### config.mk
export PLATFORM = sky130hd
export DESIGN_NAME = pwm_trigger_and_pin_control
export DESIGN_NICKNAME = d
export VERILOG_FILES = /design/src/pkg/pwm_trig_pkg.sv /design/src/design/pwm_trigger_and_pin_control.sv /design/src/design/trig_postscaler.sv
export SDC_FILE = /design/constraint.sdc
export NUM_CORES = 1
export LEC_CHECK = 0
export ABC_CLOCK_PERIOD_IN_PS = 1900
export BUFFER_PORTS_ARGS = -buffer_cell sky130_fd_sc_hd__buf_2
export CORE_MARGIN = 8
export CORE_UTILIZATION = 55
export DETAILED_ROUTE_END_ITERATION = 12
export PLACE_DENSITY = 0.79
export SETUP_SLACK_MARGIN = 0.02
export SYNTH_ARGS = -nofsm -noshare
export SYNTH_HDL_FRONTEND = slang
export SYNTH_SLANG_ARGS = --single-unit
### constraint.sdc
create_clock -name clk -period 1.9 [get_ports clk]
set_input_delay 0.19 -clock clk [delete_from_list [all_inputs] [get_ports clk]]
set_output_delay 0.19 -clock clk [all_outputs]
set_load 0.01 [all_outputs]
### src/pkg/pwm_trig_pkg.sv
package pwm_trig_pkg;

    // register indices on the plain register port
    localparam int REG_ADDR_W = 2;
    localparam logic [1:0] TRGCTL_IDX = 2'h0;
    localparam logic [1:0] PINCTL_IDX = 2'h1;
    localparam logic [1:0] STATUS_IDX = 2'h2;

    // trigger_postscale_control layout
    localparam int DIV_LSB = 12;
    localparam int DIV_W = 4;
    localparam int START_LSB = 0;
    localparam int START_W = 6;
    localparam logic [15:0] TRGCTL_RST = 16'h0000;

    // output_pin_control after reset: both pins owned by the pwm logic
    localparam logic [15:0] PINCTL_RST = 16'hc000;

    // status register layout
    localparam int STAT_UNLOCK_BIT = 0;
    localparam int STAT_REJECT_BIT = 1;
    localparam int STAT_RUN_BIT = 2;
    localparam int STAT_PHASE_BIT = 3;
    localparam int STAT_CNT_LSB = 4;
    localparam int STAT_PIN_H_BIT = 8;
    localparam int STAT_PIN_L_BIT = 9;

    typedef enum logic [1:0] {
        PAIR_COMPL = 2'h0,
        PAIR_REDUND = 2'h1,
        PAIR_PUSHPULL = 2'h2,
        PAIR_RSVD = 2'h3
    } pair_mode_t;

    typedef enum logic [1:0] {
        PS_IDLE = 2'b00,
        PS_DELAY = 2'b01,
        PS_RUN = 2'b11
    } postscale_state_t;

    typedef struct packed {
        logic [DIV_W-1:0] trigger_divide_sel;
        logic [START_W-1:0] trigger_start_delay;
    } trig_cfg_t;

    // field order matches the register bits 15 down to 0
    typedef struct packed {
        logic high_pin_owner;
        logic low_pin_owner;
        logic high_pin_polarity;
        logic low_pin_polarity;
        pair_mode_t output_pair_mode;
        logic [1:0] override_en;
        logic [1:0] override_data;
        logic [1:0] fault_data;
        logic [1:0] limit_data;
        logic swap;
        logic override_time_sync;
    } pin_cfg_t;

    typedef struct packed {
        logic high;
        logic low;
    } pin_pair_t;

endpackage : pwm_trig_pkg

### src/design/pwm_trigger_and_pin_control.sv
// Design decisions made here: the plain strobed port and the address map.
`timescale 1ns/1ps
// Contract
// - trigger output passes once every divide-field-plus-one trigger events
// - after enable, wait start-delay pwm cycles before first trigger
// - trigger control bits eleven to six read as zero
// - a secondary generator never raises a trigger interrupt
// - per-pin polarity bit set drives that pin active-low while the pwm logic owns it; gpio-owned pins ignore it
// - pair mode 00 complementary, 01 redundant, 10 push-pull
// - swap bit exchanges high-side and low-side pin routing
module pwm_trigger_and_pin_control
    import pwm_trig_pkg::*;
#(
    parameter bit IS_SECONDARY = 1'b0,
    parameter int DATA_W = 16
) (
    input wire logic clk, // 125 MHz clock
    input wire logic sys_rst, // synchronous reset, active high
    input wire logic [REG_ADDR_W-1:0] reg_addr, // register index
    input wire logic [DATA_W-1:0] reg_wdata, // write data
    input wire logic reg_wr, // write strobe
    input wire logic reg_rd, // read strobe
    output logic [DATA_W-1:0] reg_rdata, // read data, cycle after strobe
    input wire logic module_enable, // pwm module enabled
    input wire logic pwm_cycle_start, // pulse at each pwm cycle start
    input wire logic trigger_event, // trigger compare event pulse
    input wire pin_pair_t pwm_raw, // duty and dead-time shaped signals
    input wire pin_pair_t gpio_out, // port logic output levels
    input wire pin_pair_t gpio_oe, // port logic output enables
    input wire logic config_write_lock, // device-level write lock bit
    input wire logic unlock_done, // pulse when unlock sequence ran
    output logic adc_trigger, // postscaled trigger pulse
    output logic trigger_irq, // trigger interrupt request pulse
    output logic high_side_output, // high-side pin level
    output logic high_side_output_oe, // high-side pin drive enable
    output logic low_side_output, // low-side pin level
    output logic low_side_output_oe // low-side pin drive enable
);

    if (DATA_W != 16) begin : g_bad_width
        $error("register data width must be 16");
    end

    // ---------------- register state ----------------
    trig_cfg_t trig_cfg_q, trig_cfg_d;
    pin_cfg_t pin_cfg_q, pin_cfg_d;
    logic unlock_q, unlock_d;
    logic reject_q, reject_d;
    logic [DATA_W-1:0] rdata_d;

    logic wr_trg;
    logic wr_pin;
    logic wr_stat;
    logic pin_wr_ok;

    // ---------------- postscaler ----------------
    logic ps_pulse;
    logic ps_running;
    logic [DIV_W-1:0] ps_count;

    // ---------------- pin path ----------------
    logic phase_q, phase_d;
    pin_pair_t mode_sig;
    pin_pair_t routed;
    logic [1:0] pin_level_d;
    logic [1:0] pin_oe_d;
    logic [1:0] pin_level_q;
    logic [1:0] pin_oe_q;
    logic [1:0] routed_v;
    logic [1:0] owner_v;
    logic [1:0] polarity_v;
    logic [1:0] gpio_out_v;
    logic [1:0] gpio_oe_v;

    logic trig_q, trig_d;
    logic irq_q, irq_d;

    // ---------------- write decode ----------------
    always_comb begin
        wr_trg = reg_wr && (reg_addr == TRGCTL_IDX);
        wr_pin = reg_wr && (reg_addr == PINCTL_IDX);
        wr_stat = reg_wr && (reg_addr == STATUS_IDX);
        pin_wr_ok = !config_write_lock || unlock_q;
    end

    always_comb begin
        trig_cfg_d = trig_cfg_q;
        pin_cfg_d = pin_cfg_q;
        unlock_d = unlock_q;
        reject_d = reject_q;
        if (wr_trg) begin
            trig_cfg_d.trigger_divide_sel = reg_wdata[DIV_LSB +: DIV_W];
            trig_cfg_d.trigger_start_delay = reg_wdata[START_LSB +: START_W];
        end
        if (wr_pin) begin
            if (pin_wr_ok) begin
                pin_cfg_d = pin_cfg_t'(reg_wdata);
            end
            unlock_d = 1'b0;
        end
        if (unlock_done) begin
            unlock_d = 1'b1;
        end
        if (wr_stat && reg_wdata[STAT_REJECT_BIT]) begin
            reject_d = 1'b0;
        end
        if (wr_pin && !pin_wr_ok) begin
            reject_d = 1'b1;
        end
    end

    // ---------------- read mux ----------------
    always_comb begin
        rdata_d = '0;
        if (reg_rd) begin
            case (reg_addr)
                TRGCTL_IDX: begin
                    rdata_d[DIV_LSB +: DIV_W] = trig_cfg_q.trigger_divide_sel;
                    rdata_d[START_LSB +: START_W] = trig_cfg_q.trigger_start_delay;
                end
                PINCTL_IDX: begin
                    rdata_d = DATA_W'(pin_cfg_q);
                end
                STATUS_IDX: begin
                    rdata_d[STAT_UNLOCK_BIT] = unlock_q;
                    rdata_d[STAT_REJECT_BIT] = reject_q;
                    rdata_d[STAT_RUN_BIT] = ps_running;
                    rdata_d[STAT_PHASE_BIT] = phase_q;
                    rdata_d[STAT_CNT_LSB +: DIV_W] = ps_count;
                    rdata_d[STAT_PIN_H_BIT] = pin_level_q[1];
                    rdata_d[STAT_PIN_L_BIT] = pin_level_q[0];
                end
                default: rdata_d = '0;
            endcase
        end
    end

    always_ff @(posedge clk) begin
        if (sys_rst) begin
            trig_cfg_q <= trig_cfg_t'({TRGCTL_RST[DIV_LSB +: DIV_W],
                                       TRGCTL_RST[START_LSB +: START_W]});
            pin_cfg_q <= pin_cfg_t'(PINCTL_RST);
            unlock_q <= 1'b0;
            reject_q <= 1'b0;
            reg_rdata <= '0;
        end else begin
            trig_cfg_q <= trig_cfg_d;
            pin_cfg_q <= pin_cfg_d;
            unlock_q <= unlock_d;
            reject_q <= reject_d;
            reg_rdata <= rdata_d;
        end
    end

    // ---------------- trigger path ----------------
    trig_postscaler #(
        .CNT_W(DIV_W),
        .DLY_W(START_W)
    ) u_postscaler (
        .clk(clk),
        .sys_rst(sys_rst),
        .module_enable(module_enable),
        .cycle_start(pwm_cycle_start),
        .trigger_event(trigger_event),
        .cfg(trig_cfg_q),
        .trig_pulse_q(ps_pulse),
        .running_q(ps_running),
        .event_cnt_q(ps_count)
    );

    always_comb begin
        trig_d = ps_pulse;
        irq_d = ps_pulse && !IS_SECONDARY;
    end

    always_ff @(posedge clk) begin
        if (sys_rst) begin
            trig_q <= 1'b0;
            irq_q <= 1'b0;
        end else begin
            trig_q <= trig_d;
            irq_q <= irq_d;
        end
    end

    assign adc_trigger = trig_q;
    assign trigger_irq = irq_q;

    // ---------------- pair mode ----------------
    // push-pull alternates the pin that carries the pulse each pwm cycle
    always_comb begin
        phase_d = phase_q;
        if (!module_enable) begin
            phase_d = 1'b0;
        end else if (pwm_cycle_start) begin
            phase_d = !phase_q;
        end
    end

    always_ff @(posedge clk) begin
        if (sys_rst) begin
            phase_q <= 1'b0;
        end else begin
            phase_q <= phase_d;
        end
    end

    always_comb begin
        case (pin_cfg_q.output_pair_mode)
            PAIR_COMPL: begin
                mode_sig = pwm_raw;
            end
            PAIR_REDUND: begin
                mode_sig.high = pwm_raw.high;
                mode_sig.low = pwm_raw.high;
            end
            PAIR_PUSHPULL: begin
                mode_sig.high = pwm_raw.high && !phase_q;
                mode_sig.low = pwm_raw.high && phase_q;
            end
            default: begin
                mode_sig = pwm_raw;
            end
        endcase
        if (!module_enable) begin
            mode_sig = '0;
        end
    end

    always_comb begin
        if (pin_cfg_q.swap) begin
            routed.high = mode_sig.low;
            routed.low = mode_sig.high;
        end else begin
            routed = mode_sig;
        end
    end

    // ---------------- per-pin output stage, index 1 high, 0 low ----------------
    always_comb begin
        routed_v = {routed.high, routed.low};
        owner_v = {pin_cfg_q.high_pin_owner, pin_cfg_q.low_pin_owner};
        polarity_v = {pin_cfg_q.high_pin_polarity, pin_cfg_q.low_pin_polarity};
        gpio_out_v = {gpio_out.high, gpio_out.low};
        gpio_oe_v = {gpio_oe.high, gpio_oe.low};
    end

    for (genvar i = 0; i < 2; i++) begin : g_pin
        always_comb begin
            if (owner_v[i]) begin
                pin_level_d[i] = routed_v[i] ^ polarity_v[i];
                pin_oe_d[i] = 1'b1;
            end else begin
                pin_level_d[i] = gpio_out_v[i];
                pin_oe_d[i] = gpio_oe_v[i];
            end
        end

        always_ff @(posedge clk) begin
            if (sys_rst) begin
                pin_level_q[i] <= 1'b0;
                pin_oe_q[i] <= 1'b0;
            end else begin
                pin_level_q[i] <= pin_level_d[i];
                pin_oe_q[i] <= pin_oe_d[i];
            end
        end
    end

    assign high_side_output = pin_level_q[1];
    assign high_side_output_oe = pin_oe_q[1];
    assign low_side_output = pin_level_q[0];
    assign low_side_output_oe = pin_oe_q[0];

endmodule : pwm_trigger_and_pin_control

### src/design/trig_postscaler.sv
`timescale 1ns/1ps
module trig_postscaler
    import pwm_trig_pkg::*;
#(
    parameter int CNT_W = DIV_W,
    parameter int DLY_W = START_W
) (
    input wire logic clk, // 125 MHz clock
    input wire logic sys_rst, // synchronous reset, active high
    input wire logic module_enable, // pwm module enabled
    input wire logic cycle_start, // pulse at each pwm cycle start
    input wire logic trigger_event, // pulse per trigger compare event
    input wire trig_cfg_t cfg, // divide and start delay
    output logic trig_pulse_q, // one-cycle trigger output
    output logic running_q, // start delay has elapsed
    output logic [CNT_W-1:0] event_cnt_q // events since last output
);

    if (CNT_W != DIV_W || DLY_W != START_W) begin : g_bad_width
        $error("trig_postscaler widths must match the register fields");
    end

    postscale_state_t state_q, state_d;
    logic [DLY_W-1:0] delay_cnt_q, delay_cnt_d;
    logic [CNT_W-1:0] event_cnt_d;
    logic trig_pulse_d;

    always_comb begin
        state_d = state_q;
        delay_cnt_d = delay_cnt_q;
        event_cnt_d = event_cnt_q;
        trig_pulse_d = 1'b0;
        case (state_q)
            PS_IDLE: begin
                delay_cnt_d = '0;
                event_cnt_d = '0;
                if (module_enable) begin
                    state_d = (cfg.trigger_start_delay == '0) ? PS_RUN : PS_DELAY;
                end
            end
            PS_DELAY: begin
                if (cycle_start) begin
                    delay_cnt_d = delay_cnt_q + 1'b1;
                    if (delay_cnt_d >= cfg.trigger_start_delay) begin
                        state_d = PS_RUN;
                    end
                end
            end
            PS_RUN: begin
                if (trigger_event) begin
                    if (event_cnt_q >= cfg.trigger_divide_sel) begin
                        event_cnt_d = '0;
                        trig_pulse_d = 1'b1;
                    end else begin
                        event_cnt_d = event_cnt_q + 1'b1;
                    end
                end
            end
            default: state_d = PS_IDLE;
        endcase
        if (!module_enable) begin
            state_d = PS_IDLE;
            trig_pulse_d = 1'b0;
        end
    end

    always_ff @(posedge clk) begin
        if (sys_rst) begin
            state_q <= PS_IDLE;
            delay_cnt_q <= '0;
            event_cnt_q <= '0;
            trig_pulse_q <= 1'b0;
            running_q <= 1'b0;
        end else begin
            state_q <= state_d;
            delay_cnt_q <= delay_cnt_d;
            event_cnt_q <= event_cnt_d;
            trig_pulse_q <= trig_pulse_d;
            running_q <= (state_d == PS_RUN);
        end
    end

endmodule : trig_postscaler

==> results by group, run 1 <==
Cells and area
  – Proportion of layout cells with a drive suffix above 1: 0.226
  – Area Growth Syn to Fin: 19.6%
  – Commonest cells after routing, fill and taps aside: nand2_1 (69), dfxtp_1 (62), buf_2 (54), a21oi_1 (33), nor2_1 (32)
  – Antenna diodes: 0
  – Most common cell after layout, fill and taps aside: nand2_1
  – Filler cells: between 400 and 500
  – Fin util: 0.675
  – Nets: 445
  – Final non-filler cell total: around 470

Clock network
  – CTS tree: built
  – Hold Buf Count CTS: 0
  – CTS Buf Count: 9
  – Clk pin slew, worst setup/hold paths: about 70 ps
  – Clock Tree Buf Depth: 2
  – Sink Count: 64
  – Root Buffer: clkbuf_8
  – CTS H-tree lvls: 3
  – Clk_lat worst skew: 330 ps

Detailed routing
  – Post-route ant nets: 0
  – Vias: 2570
  – 1st-iter DRT viols: approximately 230
  – Total wire length: 7190 µm
  – Drt first pass iters: 7
  – DRC errors left: 0
  – Avg Vias per Cell: between 5 and 6
  – Avg WL per Cell: between 15 and 20 µm

Placed design
  – Routability cong.: roughly 0.9
  – Placed cells: ~450
  – Post-DP HPWL: around 5300 µm
  – IO Port Bufs: 54

Die
  – Die width: between 80 and 90 µm
  – Core area: approximately 5100 µm²
  – Std cell rows: 26
  – Die area: approximately 7800 µm²
  – Initial core utilization: 0.565
  – I/O Pins: 55
  – Die Ht: between 80 and 90 µm

Yosys
  – Netlist cell types: 48
  – Mapped Avg Cell Area: roughly 8.5 µm²
  – Register bit total from synthesis: 64
  – Post-synth top flop: dfxtp_1
  – Area contributors post-synth: dfxtp_1 (45%), nand2_1 (9.0%), ha_1 (7.9%)
  – Area share of the largest cell type after synthesis: 0.447
  – Post-Syn Instances: approximately 340
  – Post-synth EDFFs: 0
  – Sequential share of the synthesized area: 0.447
  – FFs w/ async S/R, synth: 0
  – Yosys top cell by area: dfxtp_1
  – Synth Net Count: 388
  – Cell Area, Synth: about 2900 µm²
  – YS warnings: 0

Power and ir drop
  – Peak VDD IR: between 0.4 and 0.5 mV
  – Lkg Pwr: between 0.001 and 0.0015 µW
  – Final Total Pwr: roughly 2900 µW
  – Power Density: roughly 830 nW/µm²

Critical path
  – Worst setup SP type: flip-flop
  – WP data required: approximately 2100 ps
  – Crit path DAT: 1990 ps
  – R2R depth: 8
  – RR Startpoint: u_postscaler.delay_cnt_q[0]
  – Reg2reg setup slack: about 120 ps
  – Critical path class: reg2reg
  – Crit Path Max Fanout: 6
  – Worst r2r dst: u_postscaler.running_q
  – Endpoint class of the critical path: flip-flop

STA
  – Slew of the pin with the lowest slew margin: slightly above 600 ps
  – Setup violators final: 0
  – RSZ-0062 raised after global routing: no
  – Final Hold Viols: 0
  – Post-layout min period: ~1800 ps
  – Fin crit share: 0.935
  – Worst relative slew slack: 0.595
  – Clock Skew: 7.92 ps
  – Fin. max-slew vios: 0
  – Hold_ws: a little over 60 ps
  – Fmax: 563 MHz

Global route
  – Initial antenna violation count: 0
  – Vias in the first global route: 2432
  – Grt total ovfl: 0
  – First-pass GRT wire length: around 12000 µm
  – Largest net degree at the start of global routing: 24
  – GRT Util Overall: 0.198

Status
  – Status: finished clean

Worst hold path
  – HP Start: gpio_oe[1]
  – Worst min path class: in2reg
  – Hold Path Depth: 3
  – Worst hold endpoint: high_side_output_oe

Run
  – Max Cap Viol: 0
==> registers in the layout, indices dropped and copies added, names as in the netlist <==
| signal | cells |
|---|---|
| reg_rdata | 16 |
| pin_cfg_q | 14 |
| trig_cfg_q | 10 |
| u_postscaler.delay_cnt_q | 6 |
| u_postscaler.event_cnt_q | 4 |
| owner_v | 2 |
| u_postscaler.state_q | 2 |
| high_side_output | 1 |
| high_side_output_oe | 1 |
| low_side_output | 1 |
| low_side_output_oe | 1 |
| phase_q | 1 |
| reject_q | 1 |
| trigger_irq | 1 |
| u_postscaler.running_q | 1 |
| u_postscaler.trig_pulse_q | 1 |
| unlock_q | 1 |
==> cell usage after synthesis (2+ instances only) <==
cell type  count
a211o_1        2
a21o_1         2
a21oi_1       33
a222oi_1       6
a22o_1         2
a22oi_1       10
and3_1         3
buf_1          3
buf_2          6
buf_4          2
clkbuf_1       4
dfxtp_1       64
ha_1          18
inv_1         18
nand2_1       69
nand2b_1       3
nand3_1        9
nand3b_1       2
nor2_1        33
nor2b_1        4
nor3_1         2
nor4_1         5
o21ai_0        8
xnor2_1        3
xor2_1         3
==> stage by stage <==
step | TNS, ps | setup WS, ps | instance area, µm²
2_1_floorplan | 0 | 232 | 2870
3_3_place_gp | 0 | 133 | 3190
3_5_place_dp | -0.847 | -0.847 | 3190
4_1_cts | 0 | 37.1 | 3400
5_1_grt | 0 | 3.66 | 3430
6_report | 0 | 124 | 3430
==> worst max path at each step <==
stage	startpoint	endpoint	slack, ps	cells past startpoint
after CTS	u_postscaler.delay_cnt_q[1]	u_postscaler.running_q	40	8
after detailed placement	u_postscaler.delay_cnt_q[0]	u_postscaler.running_q	-0.8	8
after global routing	u_postscaler.delay_cnt_q[0]	u_postscaler.state_q[1]	4	8
final	u_postscaler.delay_cnt_q[0]	u_postscaler.running_q	120	8
after floorplan	u_postscaler.delay_cnt_q[0]	u_postscaler.running_q	230	8
after global placement	u_postscaler.delay_cnt_q[0]	u_postscaler.state_q[1]	130	8
==> worst max-delay path: stages, from the launching register on <==
cell     delay (ps)
dfxtp_2         390
nand3_2         120
nor2_2          140
xor2_1          200
ha_1            290
a21oi_1         140
nand2_1          90
a41oi_2         180
o21ai_0         110
==> logic make-up (layout without fill, tap and decap cells) <==
group,after synthesis,count (layout),share of synthesized area
compound gates,74,74,0.179
mux,1,1,0.00349
buf+inv,34,95,0.0524
simple gates,140,140,0.221
flops,64,64,0.447
fa+ha+maj,18,18,0.0786
xor+xnor,6,6,0.0183
==> final cells by class <==
type / instances / area (µm²) / share of cell area
inverter: 18 / 67.6 / 0.0197
timing repair buffer: 62 / 330 / 0.0964
multi-input combinational: 239 / 1450 / 0.424
clock inverter: 3 / 40.0 / 0.0117
sequential: 64 / 1280 / 0.375
clock buffer: 12 / 165 / 0.0482
tap: 70 / 87.6 / 0.0256
==> what timing repair did <==
item | 4_1_cts | 5_1_grt
endpoints found under the hold margin | 0 | 0
endpoints found under the setup margin | 2 | 2
gates resized for setup | 1 | 5
pin swaps | 0 | 2
setup buffers | 0 | 1
==> layer usage <==
layer / vias up / track usage / wire length [µm] / share of wire
li1: 1274 / - / - / -
met1: 1181 / 0.260 / 3270 / 0.46
met2: 103 / 0.295 / 3120 / 0.43
met3: 12 / 0.0488 / 631 / 0.088
met4: 0 / 0.0968 / 166 / 0.023
met5: - / 0 / 0 / 0
==> power breakdown <==
part / internal [µW] / switching, µW / leakage, µW
clock network: 702 / 493 / 0.000108
registers: 1380 / 35.8 / 0.000521
logic: 103 / 145 / 0.000827
total: 2180 / 674 / 0.00146
No activity file was read; power rests on OpenSTA's default activity.
==> run 2, diff against run 1 <==
==> constraint.sdc (replaced) <==
create_clock -name clk -period 1.9 [get_ports clk]
set_input_delay 0.475 -clock clk [delete_from_list [all_inputs] [get_ports clk]]
set_output_delay 0.475 -clock clk [all_outputs]
set_load 0.01 [all_outputs]
==> run 2 against run 1 <==
Clock skew is 2.5 ps higher. Worst setup slack improved by 30 ps. Cell area rose by 0.62%. Critical path type unchanged. Largest cell class unchanged. Largest power group unchanged. Highest routed layer unchanged.
==> results by group, run 2 (synthesized netlist as in run 1, its figures left out) <==
Detailed routing
  – Vias: 2552
  – Post-route ant nets: 0
  – 1st-iter DRT viols: around 220
  – Avg WL per Cell: roughly 15 µm
  – Drt first pass iters: 6
  – Avg Vias per Cell: roughly 5.4
  – Total wire length: roughly 7200 µm
  – DRC errors left: 0

STA
  – Setup violators final: 0
  – Post-layout min period: 1750 ps
  – RSZ-0062 raised after global routing: no
  – Worst relative slew slack: 0.606
  – Final Hold Viols: 0
  – Setup slack after layout: ~150 ps
  – Fin. max-slew vios: 0
  – Clock Skew: between 10 and 15 ps
  – Slew of the pin with the lowest slew margin: 591 ps
  – Post-Route Setup TNS: 0 ps
  – Fin crit share: 0.919
  – Fmax: ~570 MHz

Placed design
  – Routability cong.: a little over 0.9
  – Placed cells: roughly 450
  – IO Port Bufs: 54
  – Post-DP HPWL: roughly 5400 µm
  – Setup WS pre-CTS: between 60 and 70 ps

Cells and area
  – Nets: ~450
  – Largest registers: reg_rdata x16, pin_cfg_q x14, trig_cfg_q x10
  – Area Growth Syn to Fin: 20.3%
  – Fin util: 0.679
  – Antenna diodes: 0
  – Max reg flops: 16
  – Final non-filler cell total: 470
  – Proportion of layout cells with a drive suffix above 1: 0.228
  – Filler cells: 433
  – Largest Register: reg_rdata
  – Most common cell after layout, fill and taps aside: nand2_1
  – Commonest cells after routing, fill and taps aside: nand2_1 (69), dfxtp_1 (62), buf_2 (54), nor2_1 (33), a21oi_1 (33)

Clock network
  – CTS H-tree lvls: 3
  – CTS tree: built
  – Clock Tree Buf Depth: 2
  – Clk_lat worst skew: around 340 ps
  – Sink Count: between 60 and 70
  – Hold Buf Count CTS: 0
  – Root Buffer: clkbuf_8
  – Clk pin slew, worst setup/hold paths: 80 ps
  – CTS Buf Count: 9

Die
  – Std cell rows: 26
  – Die area: slightly below 8000 µm²
  – Initial core utilization: 0.565
  – I/O Pins: 55
  – Core area: a little over 5000 µm²
  – Die Ht: approximately 88 µm
  – Die width: 88.2 µm

Global route
  – Vias in the first global route: 2494
  – Grt total ovfl: 0
  – Initial antenna violation count: 0
  – GRT Util Overall: 0.195
  – First-pass GRT wire length: approximately 12000 µm
  – Largest net degree at the start of global routing: 28

Power and ir drop
  – Lkg Pwr: roughly 0.0015 µW
  – Peak VDD IR: 0.521 mV
  – Final Total Pwr: between 2000 and 3000 µW
  – Power Density: 828 nW/µm²

Critical path
  – Worst r2r dst: high_side_output
  – Crit path DAT: 1960 ps
  – RR Startpoint: pin_cfg_q[10]
  – R2R depth: 6
  – Worst setup SP type: flip-flop
  – Critical path class: reg2reg
  – Crit path from: pin_cfg_q[10]
  – WP data required: between 2000 and 2500 ps
  – Reg2reg setup slack: 150 ps
  – Setup crit end: high_side_output
  – Endpoint class of the critical path: flip-flop
  – Crit Path Max Fanout: 4

Worst hold path
  – HP Start: gpio_oe[0]
  – Worst min path class: in2reg
  – Hold Path Depth: 3

Status
  – Status: finished clean

Run
  – Max Cap Viol: 0
==> run 2: cell count changes in the layout (fill, tap and decap cells not counted) <==
cell and delta:
clkinvlp_4 +2, a41oi_1 +1, a41oi_2 -1, buf_12 +1
clkbuf_8 -1, dfxtp_2 -1, dfxtp_4 +1, nor2_1 +1
nor2_2 -1, xnor2_1 -1, xnor2_2 +1
==> run 2: repair_timing <==
| item | CTS | global route |
|---|---|---|
| buffers inserted | 0 | 1 |
| endpoints found under the setup margin | 0 | 2 |
| gates resized for setup | 0 | 6 |
==> run 2: where the power goes <==
part / switching (µW) / internal, µW / total (µW)
Clock: 526 / 673 / 1200
Sequential: 37.0 / 1380 / 1410
Combinational: 141 / 102 / 243
==> run 2: worst min path at each step <==
stage	to	slack, ps
floorplan	trigger_irq	410
global route	low_side_output_oe	360
detailed placement	trigger_irq	440
CTS	high_side_output_oe	340
finish	low_side_output_oe	340
global placement	trigger_irq	430
==> run 2: critical path: stages, from the launching register on <==
cell	delay, ps
dfxtp_1	400
inv_1	70
ha_1	340
mux2i_1	190
or3_1	370
a31oi_1	140
o211ai_1	110
==> run 2: area by class of cell <==
class	instances	area (µm²)	area share
Multi-Input combinational cell	239	1450	0.420
Sequential cell	64	1290	0.373
Timing Repair Buffer	63	350	0.102
Clock buffer	11	151	0.0439
Tap cell	70	87.6	0.0254
Inverter	18	67.6	0.0196
Clock inverter	5	55.1	0.0160
==> run 2: metrics by stage <==
stage / area [µm²] / hold WS (ps)
6_report: 3450 / 345
5_1_grt: 3450 / 356
4_1_cts: 3420 / 338
3_5_place_dp: 3210 / 439
3_3_place_gp: 3210 / 427
2_1_floorplan: 2870 / 414
==> run 2: routing by layer <==
metal / GRT usage / part of all wire / vias to the layer above
met2: 0.308 / 0.45 / 112
met5: 0 / 0 / -
met3: 0.0403 / 0.089 / 16
met4: 0.0799 / 0.016 / 0
li1: - / - / 1271
met1: 0.251 / 0.45 / 1153
==> run 3, diff against run 2 <==
--- a/config.mk
+++ b/config.mk
@@ -11,6 +11,7 @@
 export CORE_UTILIZATION = 55
 export DETAILED_ROUTE_END_ITERATION = 12
 export PLACE_DENSITY = 0.79
+export RECOVER_POWER = 100
 export SETUP_SLACK_MARGIN = 0.02
 export SYNTH_ARGS = -nofsm -noshare
 export SYNTH_HDL_FRONTEND = slang
==> run 3 against run 2 <==
Hold slack improved by 0.84 ps. Highest routed layer unchanged. Power shrank 0.36%. Flip-flop and latch count did not move. Critical path type unchanged. Largest power group unchanged. Critical endpoint unchanged.
==> results by group, run 3 (synthesized netlist as in run 1, its figures left out) <==
Status
  – Status: finished clean

Critical path
  – Top delay family on crit path: flip-flops
  – Crit Path Max Fanout: 4
  – Critical path's slowest cell: dfxtp_1
  – Endpoint class of the critical path: flip-flop
  – Buf+Inv Stages, Crit Path: 1
  – WP data required: ~2100 ps
  – Critical path class: reg2reg
  – Max stage delay on crit path: 410 ps
  – Critical path, cell by cell: inv_1 > ha_1 > mux2i_1 > or3_1 > a31oi_1 > o211ai_1
  – Crit path DAT: just under 2000 ps
  – Worst setup SP type: flip-flop

Detailed routing
  – Post-route ant nets: 0
  – Total wire length: roughly 7300 µm
  – Drt first pass iters: 5
  – Avg WL per Cell: 15.4 µm
  – DRC errors left: 0
  – Avg Vias per Cell: about 5.5
  – Vias: ~2.6k
  – 1st-iter DRT viols: around 300

Cells and area
  – Nets: 446
  – Most common cell after layout, fill and taps aside: nand2_1
  – Largest registers: reg_rdata x16, pin_cfg_q x14, trig_cfg_q x10
  – Proportion of layout cells with a drive suffix above 1: 0.153
  – Filler cells: 452
  – Max reg flops: 16
  – Largest Register: reg_rdata
  – Commonest cells after routing, fill and taps aside: nand2_1 (69), dfxtp_1 (62), nor2_1 (33), a21oi_1 (33), buf_2 (29)
  – Antenna diodes: 0
  – Area Growth Syn to Fin: 18.3%
  – Final non-filler cell total: 470

Power and ir drop
  – Lkg Pwr: approximately 0.0013 µW
  – P_int: around 2100 µW
  – Comb pwr share: 0.083
  – Power Density: 839 nW/µm²
  – Peak VDD IR: about 0.52 mV
  – NetSw: about 700 µW
  – Clk pwr share: 0.420
  – Switch share: 0.246
  – Flop pwr share: 0.497
  – Final Total Pwr: 2840 µW

STA
  – Slew of the pin with the lowest slew margin: roughly 610 ps
  – Final Hold Viols: 0
  – Setup slack after layout: about 140 ps
  – Clock Skew: between 9 and 10 ps
  – Worst relative slew slack: 0.591
  – RSZ-0062 raised after global routing: no
  – Fmax: approximately 570 MHz
  – Post-layout min period: roughly 1800 ps
  – Setup violators final: 0
  – Fin crit share: 0.925
  – Fin. max-slew vios: 0
  – Post-Route Setup TNS: 0 ps

Global route
  – First-pass GRT wire length: around 12000 µm
  – GRT Util Overall: 0.195
  – Grt total ovfl: 0
  – Vias in the first global route: 2494
  – Initial antenna violation count: 0
  – Largest net degree at the start of global routing: 28

Die
  – I/O Pins: 55
  – Initial core utilization: 0.565
  – Die area: roughly 7800 µm²
  – Die Ht: 88.2 µm
  – Core area: around 5100 µm²
  – Die width: between 80 and 90 µm
  – Std cell rows: 26

Clock network
  – Clk pin slew, worst setup/hold paths: 80 ps
  – Sink Count: 64
  – CTS H-tree lvls: 3
  – Root Buffer: clkbuf_8
  – CTS tree: built
  – Clk_lat worst skew: 340 ps
  – Clock Tree Buf Depth: 2
  – CTS Buf Count: 9

Placed design
  – Post-DP HPWL: approximately 5400 µm
  – Placed cells: ~450
  – Setup WS pre-CTS: around 66 ps
  – Routability cong.: a little over 0.9
  – IO Port Bufs: 54

Run
  – Max Cap Viol: 0

Worst hold path
  – Worst min path class: in2reg
[run 3: cell type report]
class	count	area, µm²	area share
clock inverter	5	55.1	0.0162
clock buffer	11	151	0.0446
sequential	64	1290	0.379
multi-input combinational	239	1440	0.424
timing repair buffer	63	305	0.0900
inverter	18	67.6	0.0199
tap	70	87.6	0.0258
[run 3: stage by stage]
stage,cell area (µm²),util,hold slack [ps]
finish,3390,0.668,345
global route,3390,0.668,356
global placement,3210,0.633,427
detailed placement,3210,0.633,439
floorplan,2870,-,414
CTS,3420,0.674,338
[run 3: repair_timing]
action | CTS | global route
setup buffers | 0 | 1
setup endpoints to repair | 0 | 2
gates resized for setup | 0 | 6
hold buffers | 0 | 0
[run 3: per-layer routing]
metal	GRT usage	wire length, µm	up-vias
li1	-	-	1274
met1	0.251	3260	1189
met2	0.308	3250	110
met3	0.0403	633	11
met4	0.0799	114	0
met5	0	0	-
[run 3: worst paths after layout]
path	cells past startpoint	to	startpoint	slack, ps
worst min register to register	1	trigger_irq	u_postscaler.trig_pulse_q	440
worst min-delay path	3	low_side_output_oe	gpio_oe[0]	350
worst max register to register	6	high_side_output	pin_cfg_q[10]	140
worst max-delay path	6	high_side_output	pin_cfg_q[10]	140
[run 3: worst min-delay path: stages]
cell and delay (ps):
buf_2 80, nor2_1 30, nor2_1 70
[run 3: power groups by stage]
stage	logic [µW]	clock network, µW	registers [µW]
floorplan	155	0	1430
global placement	236	0	1440
detailed placement	240	0	1440
CTS	242	1200	1410
global route	264	1270	1420
finish	235	1200	1410
